--- src/hw/iopc_cfg.svh ---
// Purpose: Constants for the I/O port core (addresses, widths, resets)
// Assumes: 16-bit CPU address, 8-bit data
// Notes:   Types live in iopc_pkg
// What this block does
// Output latch holds written value until rewritten
// Reads return live pin level, no copy; code reads pins through a two-flop synchronizer
// Outside holds inputs stable or software rereads
// Pins sampled in S1 of read cycle; S1 loads the synchronizer output, pin level from two clocks earlier
// Written data reaches pin in S2; latch loads at end of S2, pin driver at end of S3
// Read-modify-write reads return output latch contents
// Other reads return actual pin level
// Four ports, 19 pins: 1,8,6,4 bits
// Direction register selects port one mode
// Port one direction clears to input
// Port one output latch clears to zero
// Port one pin shared with external interrupt
// Software avoids read-modify-write on write-only registers
// Software avoids reserved and inaccessible addresses
// Interrupt use keeps port one as input
// Port three open-drain bits reset to tri-state
// Direction one drives latch, zero disables driver
`ifndef IOPC_CFG_SVH
`define IOPC_CFG_SVH
`define IOPC_AW           16
`define IOPC_DW           8
`define IOPC_P1_W         1
`define IOPC_P3_W         8
`define IOPC_P4_W         6
`define IOPC_P6_W         4
`define IOPC_A_P1DATA     16'h0001
`define IOPC_A_P3DATA     16'h0003
`define IOPC_A_P4DATA     16'h0004
`define IOPC_A_P6DATA     16'h0006
`define IOPC_A_P1DIR      16'h000B
`define IOPC_A_IRQSEL     16'h0037
`define IOPC_IRQSEL_BIT   6
`define IOPC_A_PORT3_OPEN_DRAIN_SELECT      16'h1F83
`define IOPC_A_PORT4_OPEN_DRAIN_SELECT      16'h1F84
`define IOPC_A_P3DIR      16'h1F89
`define IOPC_A_P4DIR      16'h1F8A
`define IOPC_A_P6DIR      16'h1F8C
`define IOPC_RST_BYTE     8'h00
`define IOPC_ZERO_BYTE    8'h00
`endif

--- src/hw/iopc_pkg.sv ---
// Purpose: Types for the I/O port core
// Assumes: iopc_cfg.svh constants
// Notes:   CPU access phase carried as an enum
`include "iopc_cfg.svh"
package iopc_pkg;
   typedef enum logic [1:0] {IOPC_IDLE, IOPC_S1, IOPC_S2, IOPC_S3} iopc_state_t;
   typedef struct packed {
      logic [`IOPC_AW-1:0] addr;
      logic                rd;
      logic                wr;
      logic                rmw;
      logic [`IOPC_DW-1:0] wdata;
   } iopc_req_t;
   typedef struct packed {
      logic [`IOPC_DW-1:0] o;
      logic [`IOPC_DW-1:0] oe;
   } iopc_drv_t;
endpackage : iopc_pkg

--- src/hw/iopc_core.sv ---
// Purpose: Four-port GPIO core on the CPU memory map
// Assumes: CPU request held from rd/wr strobe through S2; one access at a time
// Notes:   Read sampled in S1 and answered in S2, write takes effect in S2
`timescale 1ns/100ps
`include "iopc_cfg.svh"
module iopc_core
   import iopc_pkg::*;
(
   input  wire logic                   clk,
   input  wire logic                   rst,
   input  wire iopc_req_t              req,
   output      logic [`IOPC_DW-1:0]    rdata,
   output      logic                   rvalid,
   output      logic                   wdone,
   input  wire logic [`IOPC_P1_W-1:0]  port1_bit_zero_pin_i,
   output      logic [`IOPC_P1_W-1:0]  port1_bit_zero_pin_o,
   output      logic [`IOPC_P1_W-1:0]  port1_bit_zero_pin_oe,
   output      logic                   external_irq_zero,
   output      logic                   ext_irq_pin_select,
   input  wire logic [`IOPC_P3_W-1:0]  port3_pin_i,
   output      logic [`IOPC_P3_W-1:0]  port3_pin_o,
   output      logic [`IOPC_P3_W-1:0]  port3_pin_oe,
   input  wire logic [`IOPC_P4_W-1:0]  port4_pin_i,
   output      logic [`IOPC_P4_W-1:0]  port4_pin_o,
   output      logic [`IOPC_P4_W-1:0]  port4_pin_oe,
   input  wire logic [`IOPC_P6_W-1:0]  port6_pin_i,
   output      logic [`IOPC_P6_W-1:0]  port6_pin_o,
   output      logic [`IOPC_P6_W-1:0]  port6_pin_oe
);
   iopc_state_t         state_ff, nxt_state;
   iopc_req_t           hold_ff, nxt_hold;
   logic [`IOPC_DW-1:0] rdata_ff, nxt_rdata;
   logic                irqsel_ff, nxt_irqsel;
   logic [3:0]          latch_we, dir_we, od_we;
   logic [`IOPC_DW-1:0] pin_in [4];
   logic [`IOPC_DW-1:0] lat_q [4];
   logic [`IOPC_DW-1:0] dir_q [4];
   logic [`IOPC_DW-1:0] od_q [4];
   logic [`IOPC_DW-1:0] syn_q [4];
   iopc_drv_t           drv_q [4];
   logic                s2_wr;

   // Map an address to a port index for data, direction, open-drain
   function automatic logic [2:0] data_idx(input logic [`IOPC_AW-1:0] a);
      if (a == `IOPC_A_P1DATA) data_idx = 3'h0;
      else if (a == `IOPC_A_P3DATA) data_idx = 3'h1;
      else if (a == `IOPC_A_P4DATA) data_idx = 3'h2;
      else if (a == `IOPC_A_P6DATA) data_idx = 3'h3;
      else data_idx = 3'h4;
   endfunction : data_idx

   function automatic logic [2:0] dir_idx(input logic [`IOPC_AW-1:0] a);
      if (a == `IOPC_A_P1DIR) dir_idx = 3'h0;
      else if (a == `IOPC_A_P3DIR) dir_idx = 3'h1;
      else if (a == `IOPC_A_P4DIR) dir_idx = 3'h2;
      else if (a == `IOPC_A_P6DIR) dir_idx = 3'h3;
      else dir_idx = 3'h4;
   endfunction : dir_idx

   // Narrow ports read zero in their unused upper bits
   function automatic logic [`IOPC_DW-1:0] port_mask(input logic [1:0] i);
      if (i == 2'h0) port_mask = {`IOPC_DW{1'b1}} >> (`IOPC_DW - `IOPC_P1_W);
      else if (i == 2'h1) port_mask = {`IOPC_DW{1'b1}} >> (`IOPC_DW - `IOPC_P3_W);
      else if (i == 2'h2) port_mask = {`IOPC_DW{1'b1}} >> (`IOPC_DW - `IOPC_P4_W);
      else port_mask = {`IOPC_DW{1'b1}} >> (`IOPC_DW - `IOPC_P6_W);
   endfunction : port_mask

   function automatic logic [2:0] od_idx(input logic [`IOPC_AW-1:0] a);
      if (a == `IOPC_A_PORT3_OPEN_DRAIN_SELECT) od_idx = 3'h1;
      else if (a == `IOPC_A_PORT4_OPEN_DRAIN_SELECT) od_idx = 3'h2;
      else od_idx = 3'h4;
   endfunction : od_idx

   assign pin_in[0] = {{(`IOPC_DW-`IOPC_P1_W){1'b0}}, port1_bit_zero_pin_i};
   assign pin_in[1] = port3_pin_i;
   assign pin_in[2] = {{(`IOPC_DW-`IOPC_P4_W){1'b0}}, port4_pin_i};
   assign pin_in[3] = {{(`IOPC_DW-`IOPC_P6_W){1'b0}}, port6_pin_i};

   // Access sequencer: S1 samples, S2 writes
   always_comb
   begin
      nxt_state = state_ff;
      nxt_hold  = hold_ff;
      case (state_ff)
         IOPC_IDLE:
            if (req.rd | req.wr)
            begin
               nxt_hold  = req;
               nxt_state = IOPC_S1;
            end
         IOPC_S1: nxt_state = IOPC_S2;
         IOPC_S2: nxt_state = IOPC_S3;
         default: nxt_state = IOPC_IDLE;
      endcase
   end

   assign s2_wr = (state_ff == IOPC_S2) & hold_ff.wr;

   genvar p;
   generate
      for (p = 0; p < 4; p++)
      begin : g_port
         assign latch_we[p] = s2_wr & (data_idx(hold_ff.addr) == 3'(p));
         assign dir_we[p]   = s2_wr & (dir_idx(hold_ff.addr) == 3'(p));
         assign od_we[p]    = s2_wr & (od_idx(hold_ff.addr) == 3'(p));
         iopc_port u_port (
            .clk      (clk),
            .rst      (rst),
            .latch_we (latch_we[p]),
            .dir_we   (dir_we[p]),
            .od_we    (od_we[p]),
            .wdata    (hold_ff.wdata),
            .pin_i    (pin_in[p]),
            .latch_q  (lat_q[p]),
            .dir_q    (dir_q[p]),
            .od_q     (od_q[p]),
            .pin_sync (syn_q[p]),
            .drv      (drv_q[p])
         );
      end
   endgenerate

   // Read mux, sampled in S1 only
   always_comb
   begin
      logic [2:0] di;
      logic [2:0] ci;
      logic [2:0] oi;
      logic [`IOPC_DW-1:0] v;
      di = data_idx(hold_ff.addr);
      ci = dir_idx(hold_ff.addr);
      oi = od_idx(hold_ff.addr);
      v  = `IOPC_ZERO_BYTE;
      if (di != 3'h4)
         v = (hold_ff.rmw ? lat_q[di[1:0]] : syn_q[di[1:0]]) & port_mask(di[1:0]);
      else if (ci != 3'h4)
         v = dir_q[ci[1:0]] & port_mask(ci[1:0]);
      else if (oi != 3'h4)
         v = od_q[oi[1:0]] & port_mask(oi[1:0]);
      else if (hold_ff.addr == `IOPC_A_IRQSEL)
         v[`IOPC_IRQSEL_BIT] = irqsel_ff;
      nxt_rdata = ((state_ff == IOPC_S1) & hold_ff.rd) ? v : rdata_ff;
      nxt_irqsel = (s2_wr & (hold_ff.addr == `IOPC_A_IRQSEL)) ?
                   hold_ff.wdata[`IOPC_IRQSEL_BIT] : irqsel_ff;
   end

   always_ff @(posedge clk)
   begin
      if (rst)
      begin
         state_ff  <= IOPC_IDLE;
         hold_ff   <= '0;
         rdata_ff  <= `IOPC_RST_BYTE;
         irqsel_ff <= 1'b0;
      end
      else
      begin
         state_ff  <= nxt_state;
         hold_ff   <= nxt_hold;
         rdata_ff  <= nxt_rdata;
         irqsel_ff <= nxt_irqsel;
      end
   end

   assign rdata  = rdata_ff;
   assign rvalid = (state_ff == IOPC_S2) & hold_ff.rd;
   assign wdone  = (state_ff == IOPC_S3) & hold_ff.wr;

   // Pin drivers, widths per port
   assign port1_bit_zero_pin_o  = drv_q[0].o[`IOPC_P1_W-1:0];
   assign port1_bit_zero_pin_oe = drv_q[0].oe[`IOPC_P1_W-1:0];
   assign port3_pin_o  = drv_q[1].o;
   assign port3_pin_oe = drv_q[1].oe;
   assign port4_pin_o  = drv_q[2].o[`IOPC_P4_W-1:0];
   assign port4_pin_oe = drv_q[2].oe[`IOPC_P4_W-1:0];
   assign port6_pin_o  = drv_q[3].o[`IOPC_P6_W-1:0];
   assign port6_pin_oe = drv_q[3].oe[`IOPC_P6_W-1:0];

   // Shared pin feeds the interrupt path when selected
   assign ext_irq_pin_select = irqsel_ff;
   assign external_irq_zero  = irqsel_ff & syn_q[0][0];
endmodule : iopc_core

--- src/hw/iopc_port.sv ---
// Purpose: One I/O port: latch, direction, open-drain select, pin sync
// Assumes: Unused upper bits are tied off by the caller
// Notes:   Open-drain drives low only
`timescale 1ns/100ps
`include "iopc_cfg.svh"
module iopc_port
   import iopc_pkg::*;
(
   input  wire logic                clk,
   input  wire logic                rst,
   input  wire logic                latch_we,
   input  wire logic                dir_we,
   input  wire logic                od_we,
   input  wire logic [`IOPC_DW-1:0] wdata,
   input  wire logic [`IOPC_DW-1:0] pin_i,
   output      logic [`IOPC_DW-1:0] latch_q,
   output      logic [`IOPC_DW-1:0] dir_q,
   output      logic [`IOPC_DW-1:0] od_q,
   output      logic [`IOPC_DW-1:0] pin_sync,
   output      iopc_drv_t           drv
);
   logic [`IOPC_DW-1:0] latch_ff, nxt_latch;
   logic [`IOPC_DW-1:0] dir_ff, nxt_dir;
   logic [`IOPC_DW-1:0] od_ff, nxt_od;
   logic [`IOPC_DW-1:0] meta_ff, sync_ff;
   iopc_drv_t           drv_ff, nxt_drv;

   always_comb
   begin
      nxt_latch = latch_we ? wdata : latch_ff;
      nxt_dir   = dir_we ? wdata : dir_ff;
      nxt_od    = od_we ? wdata : od_ff;
   end

   genvar i;
   generate
      for (i = 0; i < `IOPC_DW; i++)
      begin : g_bit
         // Open-drain: drive only a low; tri-state: drive latch
         assign nxt_drv.o[i]  = od_ff[i] ? 1'b0 : latch_ff[i];
         assign nxt_drv.oe[i] = dir_ff[i] & (~od_ff[i] | ~latch_ff[i]);
      end
   endgenerate

   always_ff @(posedge clk)
   begin
      if (rst)
      begin
         latch_ff <= `IOPC_RST_BYTE;
         dir_ff   <= `IOPC_RST_BYTE;
         od_ff    <= `IOPC_RST_BYTE;
         drv_ff   <= '0;
         meta_ff  <= `IOPC_RST_BYTE;
         sync_ff  <= `IOPC_RST_BYTE;
      end
      else
      begin
         latch_ff <= nxt_latch;
         dir_ff   <= nxt_dir;
         od_ff    <= nxt_od;
         drv_ff   <= nxt_drv;
         meta_ff  <= pin_i;
         sync_ff  <= meta_ff;
      end
   end

   assign latch_q  = latch_ff;
   assign dir_q    = dir_ff;
   assign od_q     = od_ff;
   assign pin_sync = sync_ff;
   assign drv      = drv_ff;
endmodule : iopc_port

--- config.mk ---
export PLATFORM = sky130hd
export DESIGN_NAME = iopc_core
export DESIGN_NICKNAME = d
export VERILOG_FILES = /design/src/hw/iopc_pkg.sv /design/src/hw/iopc_core.sv /design/src/hw/iopc_port.sv
export VERILOG_INCLUDE_DIRS = /design/src /design/src/hw
export SDC_FILE = /design/constraint.sdc
export NUM_CORES = 1
export LEC_CHECK = 0
export BUFFER_PORTS_ARGS = -buffer_cell sky130_fd_sc_hd__clkbuf_2
export CORE_ASPECT_RATIO = 1.1
export CORE_UTILIZATION = 51
export CTS_CLUSTER_DIAMETER = 40
export DETAILED_ROUTE_END_ITERATION = 8
export GPL_TIMING_DRIVEN = 0
export PLACE_DENSITY = 0.67
export SETUP_SLACK_MARGIN = 0.5
export SLEW_MARGIN = 15
export SYNTH_ARGS = -nofsm -noshare
export SYNTH_HDL_FRONTEND = slang
export SYNTH_HIERARCHICAL = 1
export SYNTH_SLANG_ARGS = --single-unit
--- constraint.sdc ---
create_clock -name clk -period 3.1 [get_ports clk]
set_input_delay 0 -clock clk [delete_from_list [all_inputs] [get_ports clk]]
set_output_delay 0 -clock clk [all_outputs]
set_load 0.005 [all_outputs]
==> run_results.csv, run 1 <==
group,metric,value,unit
worst_setup_path,crit_arrival,3.06,ns
sta,skew,0.01181,ns
worst_setup_path,rr_endpoint,"rdata[5]$_SDFFE_PP0P_",
flow_run,cap_violations,0,
synth,ys_warn_count,6,
routing,num_vias,7275,
worst_setup_path,critPathCaptureType,"flip-flop",
layout,area_growth_syn_to_layout,27.54,%
floorplan,die_area,0.01858,sq mm
routing,route.detailed.drc,0,
global_routing,grt_use_total,26.67,%
placement,postPlaceCellArea,0.01004,sq mm
synth,syn_avg_cell_area,10.05,sq um
floorplan,coreArea,0.01768,sq mm
sta,setup_viol,0,
pwr,p_leak,0.004541,uW
pwr,p_per_area,624.1,mW/mm^2
floorplan,start_util,52.05,%
layout,multi_input_area,0.004428,sq mm
global_routing,gr-total-overflow,0,
clock_tree,cts_tree,"built",
pwr,intPower,5265,uW
pwr,comb_power_share,13.0,%
placement,io_buffers,97,
layout,drive_gt1_share,25.37,%
sta,drv_slew,0,
layout,final_core_util,66.38,%
layout,num-fill-cells,1423,
clock_tree,htree_num_levels,1,
routing,drt_iter0_drc,544,
sta,fmax,0.3803,GHz
clock_tree,cts_made_buffers,29,
worst_setup_path,startpoint_type,"flip-flop",
floorplan,ios,98,
placement,gp_congestion,0.9272,
clock_tree,clk_path_buf_depth,3,
pwr,peakVddDrop,0.5109,mV
pwr,swShare,28.10,%
pwr,clkPwrFrac,43.9,%
worst_setup_path,rrSetupSlack,0.47,ns
sta,hold_viol,0,
clock_tree,clock_sinks,223,
synth,synthCells,915,
global_routing,grt_pass1_vias,6881,
routing,drt-wirelength-per-cell,17.84,um
layout,regArea,0.004466,sq mm
layout,antenna_cells,0,
worst_setup_path,timing.rr.start,"hold_ff[25]$_SDFFE_PP0P_",
sta,min_period,2.630,ns
pwr,switching_power,2058,uW
worst_hold_path,hp-class,"in -> reg",
global_routing,grt_max_degree,15,
floorplan,dieHeight,142.9,um
placement,dp_slack,-0.08171,ns
sta,tns,0,ns
clock_tree,cts_root_buf,"clkbuf_16",
pwr,seq_power_share,43.0,%
clock_tree,cts.clk_slew.worst_paths,0.06,ns
worst_setup_path,crit_type,"reg -> reg",
worst_setup_path,worstSetupEndpoint,"rdata[5]$_SDFFE_PP0P_",
sta,rsz0062_at_grt,"true",
worst_setup_path,path_max_fanout,6,
sta,maxSlewHeadroom,48.97,%
layout,nNetsFinal,1180,
clock_tree,clock_latency,0.54,ns
sta,period_share,84.83,%
routing,first_pass_iters,5,
worst_setup_path,ff2ff_path_depth,9,
outcome,outcome,"complete, no violations",
floorplan,dieWidth,130.1,um
routing,ant_nets,0,
sta,fin_ws,0.4703,ns
floorplan,row_count,51,
worst_setup_path,setup.worst_path.start,"hold_ff[25]$_SDFFE_PP0P_",
placement,hpwlAfterDp,16850,um
layout,finalInstanceArea,0.01173,sq mm
routing,routed_wl,24560,um
synth,syn_area,0.009200,sq mm
global_routing,grt_pass1_wl,37470,um
routing,post_drt_via_cell_ratio,5.283,
sta,tightest_slew,0.7603,ns
global_routing,antenna_found_initial,0,
worst_setup_path,cp.required,3.53,ns
[timing repair]
item,4_1_cts,5_1_grt
endpoints found under the setup margin,49,37
resized for setup,19,26
buffers inserted,5,10
pin swaps,4,11
hold endpoints to repair,48,0
hold buffers,46,0
[worst min-delay path by stage]
stage / startpoint / end / slack (ns) / cells past startpoint
4_1_cts: rst / g_port[2].u_port/pin_sync[3]$_SDFF_PP0_ / 0.08 / 3
3_3_place_gp: port3_pin_i[5] / g_port[1].u_port/meta_ff[5]$_SDFF_PP0_ / 0.21 / 2
2_1_floorplan: port3_pin_i[7] / g_port[1].u_port/meta_ff[7]$_SDFF_PP0_ / 0.13 / 1
6_report: rst / g_port[2].u_port/pin_sync[7]$_SDFF_PP0_ / 0.09 / 3
3_5_place_dp: port3_pin_i[0] / g_port[1].u_port/meta_ff[0]$_SDFF_PP0_ / 0.21 / 2
5_1_grt: rst / g_port[3].u_port/pin_sync[7]$_SDFF_PP0_ / 0.11 / 3
[area by class of cell]
| type | count | area share (%) |
|---|---|---|
| Clock inverter | 19 | 1.589 |
| Buffer | 59 | 3.455 |
| Inverter | 33 | 1.088 |
| Tap cell | 238 | 2.538 |
| Timing Repair Buffer | 158 | 9.053 |
| Clock buffer | 33 | 6.483 |
| Sequential cell | 223 | 38.06 |
| Multi-Input combinational cell | 614 | 37.74 |
[per-stage QoR]
stage / total power [uW] / hold slack, ns / std cells
floorplan: 3699 / 0.1282 / 929
global placement: 3972 / 0.2068 / 1264
detailed placement: 3982 / 0.2133 / 1264
CTS: 7283 / 0.07774 / 1367
global route: 7588 / 0.1051 / 1377
finish: 7323 / 0.09146 / 1377
[layer usage]
metal | track usage (%) | share of wire, %
met1 | 33.49 | 43
met2 | 45.44 | 47
met5 | 0 | 0
met3 | 4.009 | 5.8
met4 | 10.77 | 4.1
[worst max-delay path, cell delays in order, from the launching register on]
cell	delay, ns
dfxtp_2	0.34
or4_4	0.58
nor4_4	0.26
and3_4	0.25
inv_2	0.05
ha_2	0.21
o21ai_2	0.09
o211ai_1	0.17
a211o_1	0.27
a311oi_2	0.29
[power groups by stage]
stage / clock network (uW) / logic [uW] / registers [uW]
2_1_floorplan: 0 / 566 / 3130
3_3_place_gp: 0 / 771 / 3200
3_5_place_dp: 0 / 779 / 3200
4_1_cts: 3260 / 885 / 3140
5_1_grt: 3390 / 1030 / 3160
6_report: 3220 / 954 / 3150
[cell usage in the layout, fill, tap and decap left out, types with 14 or more instances in the layout]
master	n
dfxtp_1	222
mux2i_1	108
nor2_1	105
clkbuf_2	98
nand2_1	72
nor2b_1	66
dlygate4sd3_1	46
a21oi_1	40
inv_1	31
clkbuf_16	29
buf_4	27
nor3b_2	21
a211oi_2	21
buf_6	16
clkbuf_1	16
conb_1	15
buf_2	14
[flip-flops by register name, summed over array words and instances, names as in the netlist]
register,flops
g_port.u_port/drv,38
g_port.u_port/dir_q,32
g_port.u_port/latch_q,32
g_port.u_port/meta_ff,32
g_port.u_port/pin_sync,32
hold_ff,27
g_port.u_port/od_q,19
rdata,8
state_ff,2
ext_irq_pin_select,1
Note: power is estimated with default switching activity, not from simulation.
==> run 2: changes to the inputs <==
Settings changed: ABC_AREA from default to 1.
Clock period 3.1 ns to 2.44 ns, I/O delays scaled along.
==> run 2 against run 1 <==
Clock power grew 42%. Combinational power grew 110%. Flip-flop and latch count grew 5. Global-route usage grew 0.95 points. Largest cell class is now multi-input gates. The run now ends with DRC left. Area after synthesis grew 13%. Die area grew 13%. Count of clock-buffer cells in the layout grew 4. Setup slack lost 0.048 ns. Maximum frequency grew 30%. Via count grew 34%. Critical endpoint unchanged.
==> run_results.csv, run 2 <==
group,metric,value,unit
layout,drive_gt1_share,29.16,%
worst_hold_path,min_from,"port6_pin_i[3]",
placement,postPlaceCellArea,0.01130,sq mm
worst_setup_path,slowest_delay,0.33,ns
layout,layout_commonest_cell,"nand2_1",
sta,hold_viol,0,
routing,route.detailed.drc,8,
global_routing,grt_pass1_wl,45800,um
placement,dp_cells,1807,
global_routing,grt_max_degree,15,
sta,period_share,82.69,%
routing,first_pass_iters,8,
layout,layout.cells.non_filler,1970,
worst_hold_path,hp-class,"in -> reg",
synth,syn_avg_cell_area,7.223,sq um
sta,drv_slew,0,
synth,ys_warn_count,6,
sta,skew,0.01857,ns
clock_tree,cts_root_buf,"clkbuf_16",
clock_tree,cts.clk_slew.worst_paths,0.06,ns
routing,drt-wirelength-per-cell,15.64,um
layout,final_core_util,71.42,%
global_routing,antenna_found_initial,0,
worst_setup_path,rrSetupSlack,0.42,ns
clock_tree,cts_tree,"built",
clock_tree,clk_path_buf_depth,3,
worst_setup_path,path_max_fanout,6,
placement,dp_slack,-0.02697,ns
routing,drt_iter0_drc,556,
placement,io_buffers,97,
global_routing,grt_pass1_vias,9009,
sta,maxSlewHeadroom,65.58,%
global_routing,gr-total-overflow,0,
worst_setup_path,crit_arrival,2.46,ns
clock_tree,clock_latency,0.55,ns
sta,tightest_slew,0.5163,ns
worst_setup_path,setup.worst_path.start,"hold_ff[25]$_SDFFE_PP0P_",
synth,synthCells,1444,
worst_setup_path,path_buf_inv,3,
routing,ant_nets,0,
pwr,p_per_area,768.4,mW/mm^2
floorplan,row_count,54,
worst_setup_path,critPathCaptureType,"flip-flop",
worst_setup_path,timing.rr.start,"hold_ff[25]$_SDFFE_PP0P_",
worst_setup_path,startpoint_type,"flip-flop",
worst_setup_path,crit_type,"reg -> reg",
worst_setup_path,cp_cell_sequence,"nor2_4, nand2_4, nor2_8, nand2_4, nor2_8, inv_2, buf_8, buf_12, o211ai_1, nand3_1, nand3_1, nand2_1, nor2_2, nor2_1",
floorplan,die_area,0.02103,sq mm
layout,antenna_cells,0,
routing,post_drt_via_cell_ratio,4.936,
floorplan,dieWidth,138.4,um
clock_tree,clock_sinks,228,
sta,setup_viol,0,
sta,fin_ws,0.4224,ns
placement,gp_congestion,0.9487,
outcome,outcome,"finished with violations",
layout,finalInstanceArea,0.01423,sq mm
routing,num_vias,9724,
floorplan,ios,98,
pwr,peakVddDrop,0.7226,mV
routing,routed_wl,30810,um
layout,largest_reg_flops,38,
sta,min_period,2.018,ns
clock_tree,htree_num_levels,1,
worst_setup_path,slowest_stage,"dfxtp_2",
floorplan,coreArea,0.01993,sq mm
floorplan,start_util,52.33,%
worst_setup_path,cp.required,2.88,ns
placement,hpwlAfterDp,20460,um
layout,area_growth_syn_to_layout,36.48,%
sta,worst_hold_slack,0.1880,ns
clock_tree,cts_made_buffers,30,
layout,mostFrequentLayoutCells,"286 x nand2_1, 279 x nor2_1, 215 x dfxtp_1",
global_routing,grt_use_total,27.62,%
worst_setup_path,critPathTopFamily,"simple AND/OR/NAND/NOR gates",
sta,fmax,0.4956,GHz
layout,num-fill-cells,1535,
layout,nNetsFinal,1756,
pwr,p_leak,0.006588,uW
sta,rsz0062_at_grt,"true",
outcome,failed_checks,"DRC",
floorplan,dieHeight,152.0,um
flow_run,cap_violations,0,
synth,syn_area,0.01043,sq mm
run 2: final timing paths:
check | cells after the start | end
worst max register to register | 14 | rdata[5]$_SDFFE_PP0P_
worst max-delay path | 14 | rdata[5]$_SDFFE_PP0P_
worst min-delay path | 4 | g_port[3].u_port/meta_ff[3]$_SDFF_PP0_
worst min register to register | 2 | g_port[1].u_port/pin_sync[3]$_SDFF_PP0_
run 2: worst register-to-register path, stage by stage (launching register included):
cell and delay (ns):
dfxtp_2 0.33, nor2_4 0.19, nand2_4 0.09, nor2_8 0.15, nand2_4 0.08, nor2_8 0.12, inv_2 0.06, buf_8 0.14
buf_12 0.13, o211ai_1 0.11, nand3_1 0.14, nand3_1 0.11, nand2_1 0.06, nor2_2 0.14, nor2_1 0.06
run 2: power by group:
group          switching (uW)  internal (uW)  leakage (uW)
Clock                    1790           2790      0.000505
Combinational            1280            744       0.00422
Sequential                339           4000       0.00186
Total                    3410           7530       0.00659
run 2: final cells by class:
class | count | area [sq um] | area share [%]
inverter | 211 | 840.8 | 5.907
clock buffer | 37 | 828.3 | 5.819
multi-input combinational | 950 | 4996 | 35.10
clock inverter | 19 | 239.0 | 1.679
buffer | 70 | 775.7 | 5.450
tap | 252 | 315.3 | 2.215
timing repair buffer | 203 | 1654 | 11.62
sequential | 228 | 4586 | 32.21
run 2: what timing repair did:
action	in CTS	in global routing
gates cloned	2	8
hold buffers	48	0
hold endpoints to repair	69	0
endpoints found under the setup margin	93	87
resized for setup	70	152
buffers inserted	27	22
pin swaps	26	71
run 2: stage by stage:
step / total power (uW) / setup TNS (ns)
after detailed placement: 5876 / -0.03959
after CTS: 10740 / 0
after global placement: 5850 / -0.01082
after floorplan: 5382 / 0
final: 10940 / 0
after global routing: 11370 / 0
run 2: layer usage:
metal / part of all wire (%) / up-vias / global-route usage [%]
met4: 4.7 / 0 / 12.04
li1: - / 4852 / -
met3: 5.7 / 96 / 4.160
met1: 40 / 4443 / 33.09
met2: 49 / 333 / 48.95
met5: 0 / - / 0
==> run 3: changes to the inputs <==
Clock period 2.44 ns to 2 ns, I/O delays scaled along.
==> run 3 against run 2 <==
Clock skew up 0.0047 ns. The run ends with DRC, setup timing left. Non-clock buffer count down 10. Final cell count fell by 0.61%. Largest cell class unchanged. Combinational power rose by 24%. Maximum frequency decreased by 4.5%. Design area fell by 0.18%. Total power is 22% higher. Die area stayed put. Via count shrank 0.58%. Clock power is 21% higher. Critical endpoint is now rdata[4]$_SDFFE_PP0P_. Hold slack improved by 0.00081 ns.
==> run_results.csv, run 3 (synthesis results as in run 2) <==
group,metric,value,unit
outcome,outcome,"finished with violations",
outcome,failed_checks,"DRC, setup timing",
layout,antenna_cells,0,
layout,largest_reg_flops,38,
layout,layout_commonest_cell,"nand2_1",
sta,tightest_slew,0.5317,ns
clock_tree,cts.clk_slew.worst_paths,0.06,ns
clock_tree,clock_sinks,228,
layout,nNetsFinal,1747,
layout,mostFrequentLayoutCells,"286 x nand2_1, 269 x nor2_1, 216 x dfxtp_1",
layout,layout.cells.non_filler,1958,
global_routing,gr-total-overflow,0,
worst_setup_path,path_max_fanout,5,
clock_tree,cts_root_buf,"clkbuf_16",
floorplan,dieWidth,138.4,um
worst_setup_path,ff2ff_path_depth,15,
sta,fin_ws,-0.1116,ns
pwr,p_per_area,938.8,mW/mm^2
worst_hold_path,hp-class,"in -> reg",
worst_setup_path,crit_top_cell,"nor2_4",
placement,dp_slack,-0.2146,ns
sta,hold_viol,0,
sta,worst_hold_slack,0.1888,ns
flow_run,cap_violations,0,
pwr,p_leak,0.006504,uW
sta,rsz0062_at_grt,"true",
global_routing,grt_use_total,27.86,%
placement,gp_congestion,0.9233,
routing,drt-wirelength-per-cell,15.45,um
sta,setup_viol,40,
floorplan,row_count,54,
floorplan,dieHeight,152.0,um
floorplan,die_area,0.02103,sq mm
sta,fmax,0.4736,GHz
routing,post_drt_via_cell_ratio,4.938,
floorplan,start_util,52.33,%
clock_tree,cts_made_buffers,31,
floorplan,coreArea,0.01993,sq mm
placement,io_buffers,97,
worst_setup_path,timing.rr.start,"hold_ff[25]$_SDFFE_PP0P_",
global_routing,antenna_found_initial,0,
worst_setup_path,crit_arrival,2.60,ns
global_routing,grt_pass1_vias,9190,
worst_hold_path,min_from,"port4_pin_i[2]",
layout,multi_input_area,0.005019,sq mm
pwr,design_power_total,13340,uW
layout,num-fill-cells,1594,
placement,hpwlAfterDp,20600,um
clock_tree,htree_num_levels,1,
placement,dp_cells,1807,
clock_tree,clock_latency,0.55,ns
sta,skew,0.02323,ns
routing,num_vias,9668,
clock_tree,cts_tree,"built",
routing,first_pass_iters,7,
routing,route.detailed.drc,4,
layout,area_growth_syn_to_layout,36.24,%
routing,routed_wl,30250,um
worst_hold_path,whs_path_depth,4,
sta,drv_slew,0,
worst_setup_path,setup.worst_path.start,"hold_ff[25]$_SDFFE_PP0P_",
routing,ant_nets,0,
sta,min_period,2.112,ns
worst_setup_path,cp_cell_sequence,"nor2_4, buf_6, nand2_4, nor2_4, nand2_2, inv_2, o21ai_4, ha_4, inv_6, nor2_4, nor2_2, nand2_1, a21oi_2, nor2_2, nor2_1",
worst_setup_path,slowest_stage,"dfxtp_2",
global_routing,grt_max_degree,15,
layout,drive_gt1_share,29.84,%
worst_setup_path,slowest_delay,0.33,ns
clock_tree,clk_path_buf_depth,3,
worst_setup_path,startpoint_type,"flip-flop",
layout,final_core_util,71.29,%
global_routing,grt_pass1_wl,46550,um
pwr,peakVddDrop,0.7386,mV
worst_setup_path,critPathCaptureType,"flip-flop",
routing,drt_iter0_drc,613,
layout,regArea,0.004584,sq mm
sta,maxSlewHeadroom,64.55,%
sta,period_share,105.6,%
worst_setup_path,crit_type,"reg -> reg",
worst_setup_path,cp.required,2.49,ns
floorplan,ios,98,
run 3: cell count changes in the layout (fill, tap and decap cells not counted), moves of 6 or more:
cell and change:
buf_4 -12, nor2_2 +18, nand2_4 -10, clkbuf_1 -6, nand2_2 +9, nor2_4 -8, nor2_1 -10, buf_6 +6
run 3: worst paths after layout:
path	end	slack (ns)
min reg2reg	g_port[2].u_port/pin_sync[4]$_SDFF_PP0_	0.39
min	g_port[2].u_port/meta_ff[2]$_SDFF_PP0_	0.19
max reg2reg	rdata[4]$_SDFFE_PP0P_	-0.11
max	rdata[4]$_SDFFE_PP0P_	-0.11
run 3: timing repair:
| item | in CTS | in global routing |
|---|---|---|
| hold endpoints to repair | 69 | 0 |
| pin swaps | 36 | 54 |
| gates cloned | 7 | 3 |
| buffers inserted | 25 | 14 |
| resized for setup | 103 | 113 |
| hold buffers | 48 | 0 |
| setup endpoints to repair | 111 | 112 |
run 3: area by class of cell:
class,count,area share (%)
multi-input cells,950,35.32
flip-flops and latches,228,32.26
repair buffers,193,11.24
inverters,211,5.943
plain buffers,70,5.600
clock buffers,32,5.556
well taps,252,2.219
clock inverters,22,1.858
run 3: stage by stage:
stage / setup TNS [ns] / area, sq um
final: -1.449 / 14210
after global routing: -6.207 / 14210
after CTS: 0 / 13690
after detailed placement: -4.775 / 11430
after global placement: -4.497 / 11430
after floorplan: 0 / 10630
run 3: critical path: cells and delay by family (launching register included):
family                     cells  cell delay [ns]
adders and majority gates      1             0.20
and+or+nand+nor                9             0.90
AOI/OAI and AO/OA              2             0.31
DFF                            1             0.33
buffers and inverters          3             0.32
run 3: per-layer routing:
layer  vias to the layer above  track usage (%)  routed length [um]
met5                         -                0                   0
met4                         0            11.13                1339
met3                        91            4.003                1610
met2                       302            50.95               14890
met1                      4444            32.57               12410
li1                       4831                -                   -
run 3: where the power goes:
part           leakage (uW)  switching [uW]  internal [uW]
Sequential          0.00186             408           4880
Clock              0.000510            2130           3420
Combinational       0.00413            1570            945
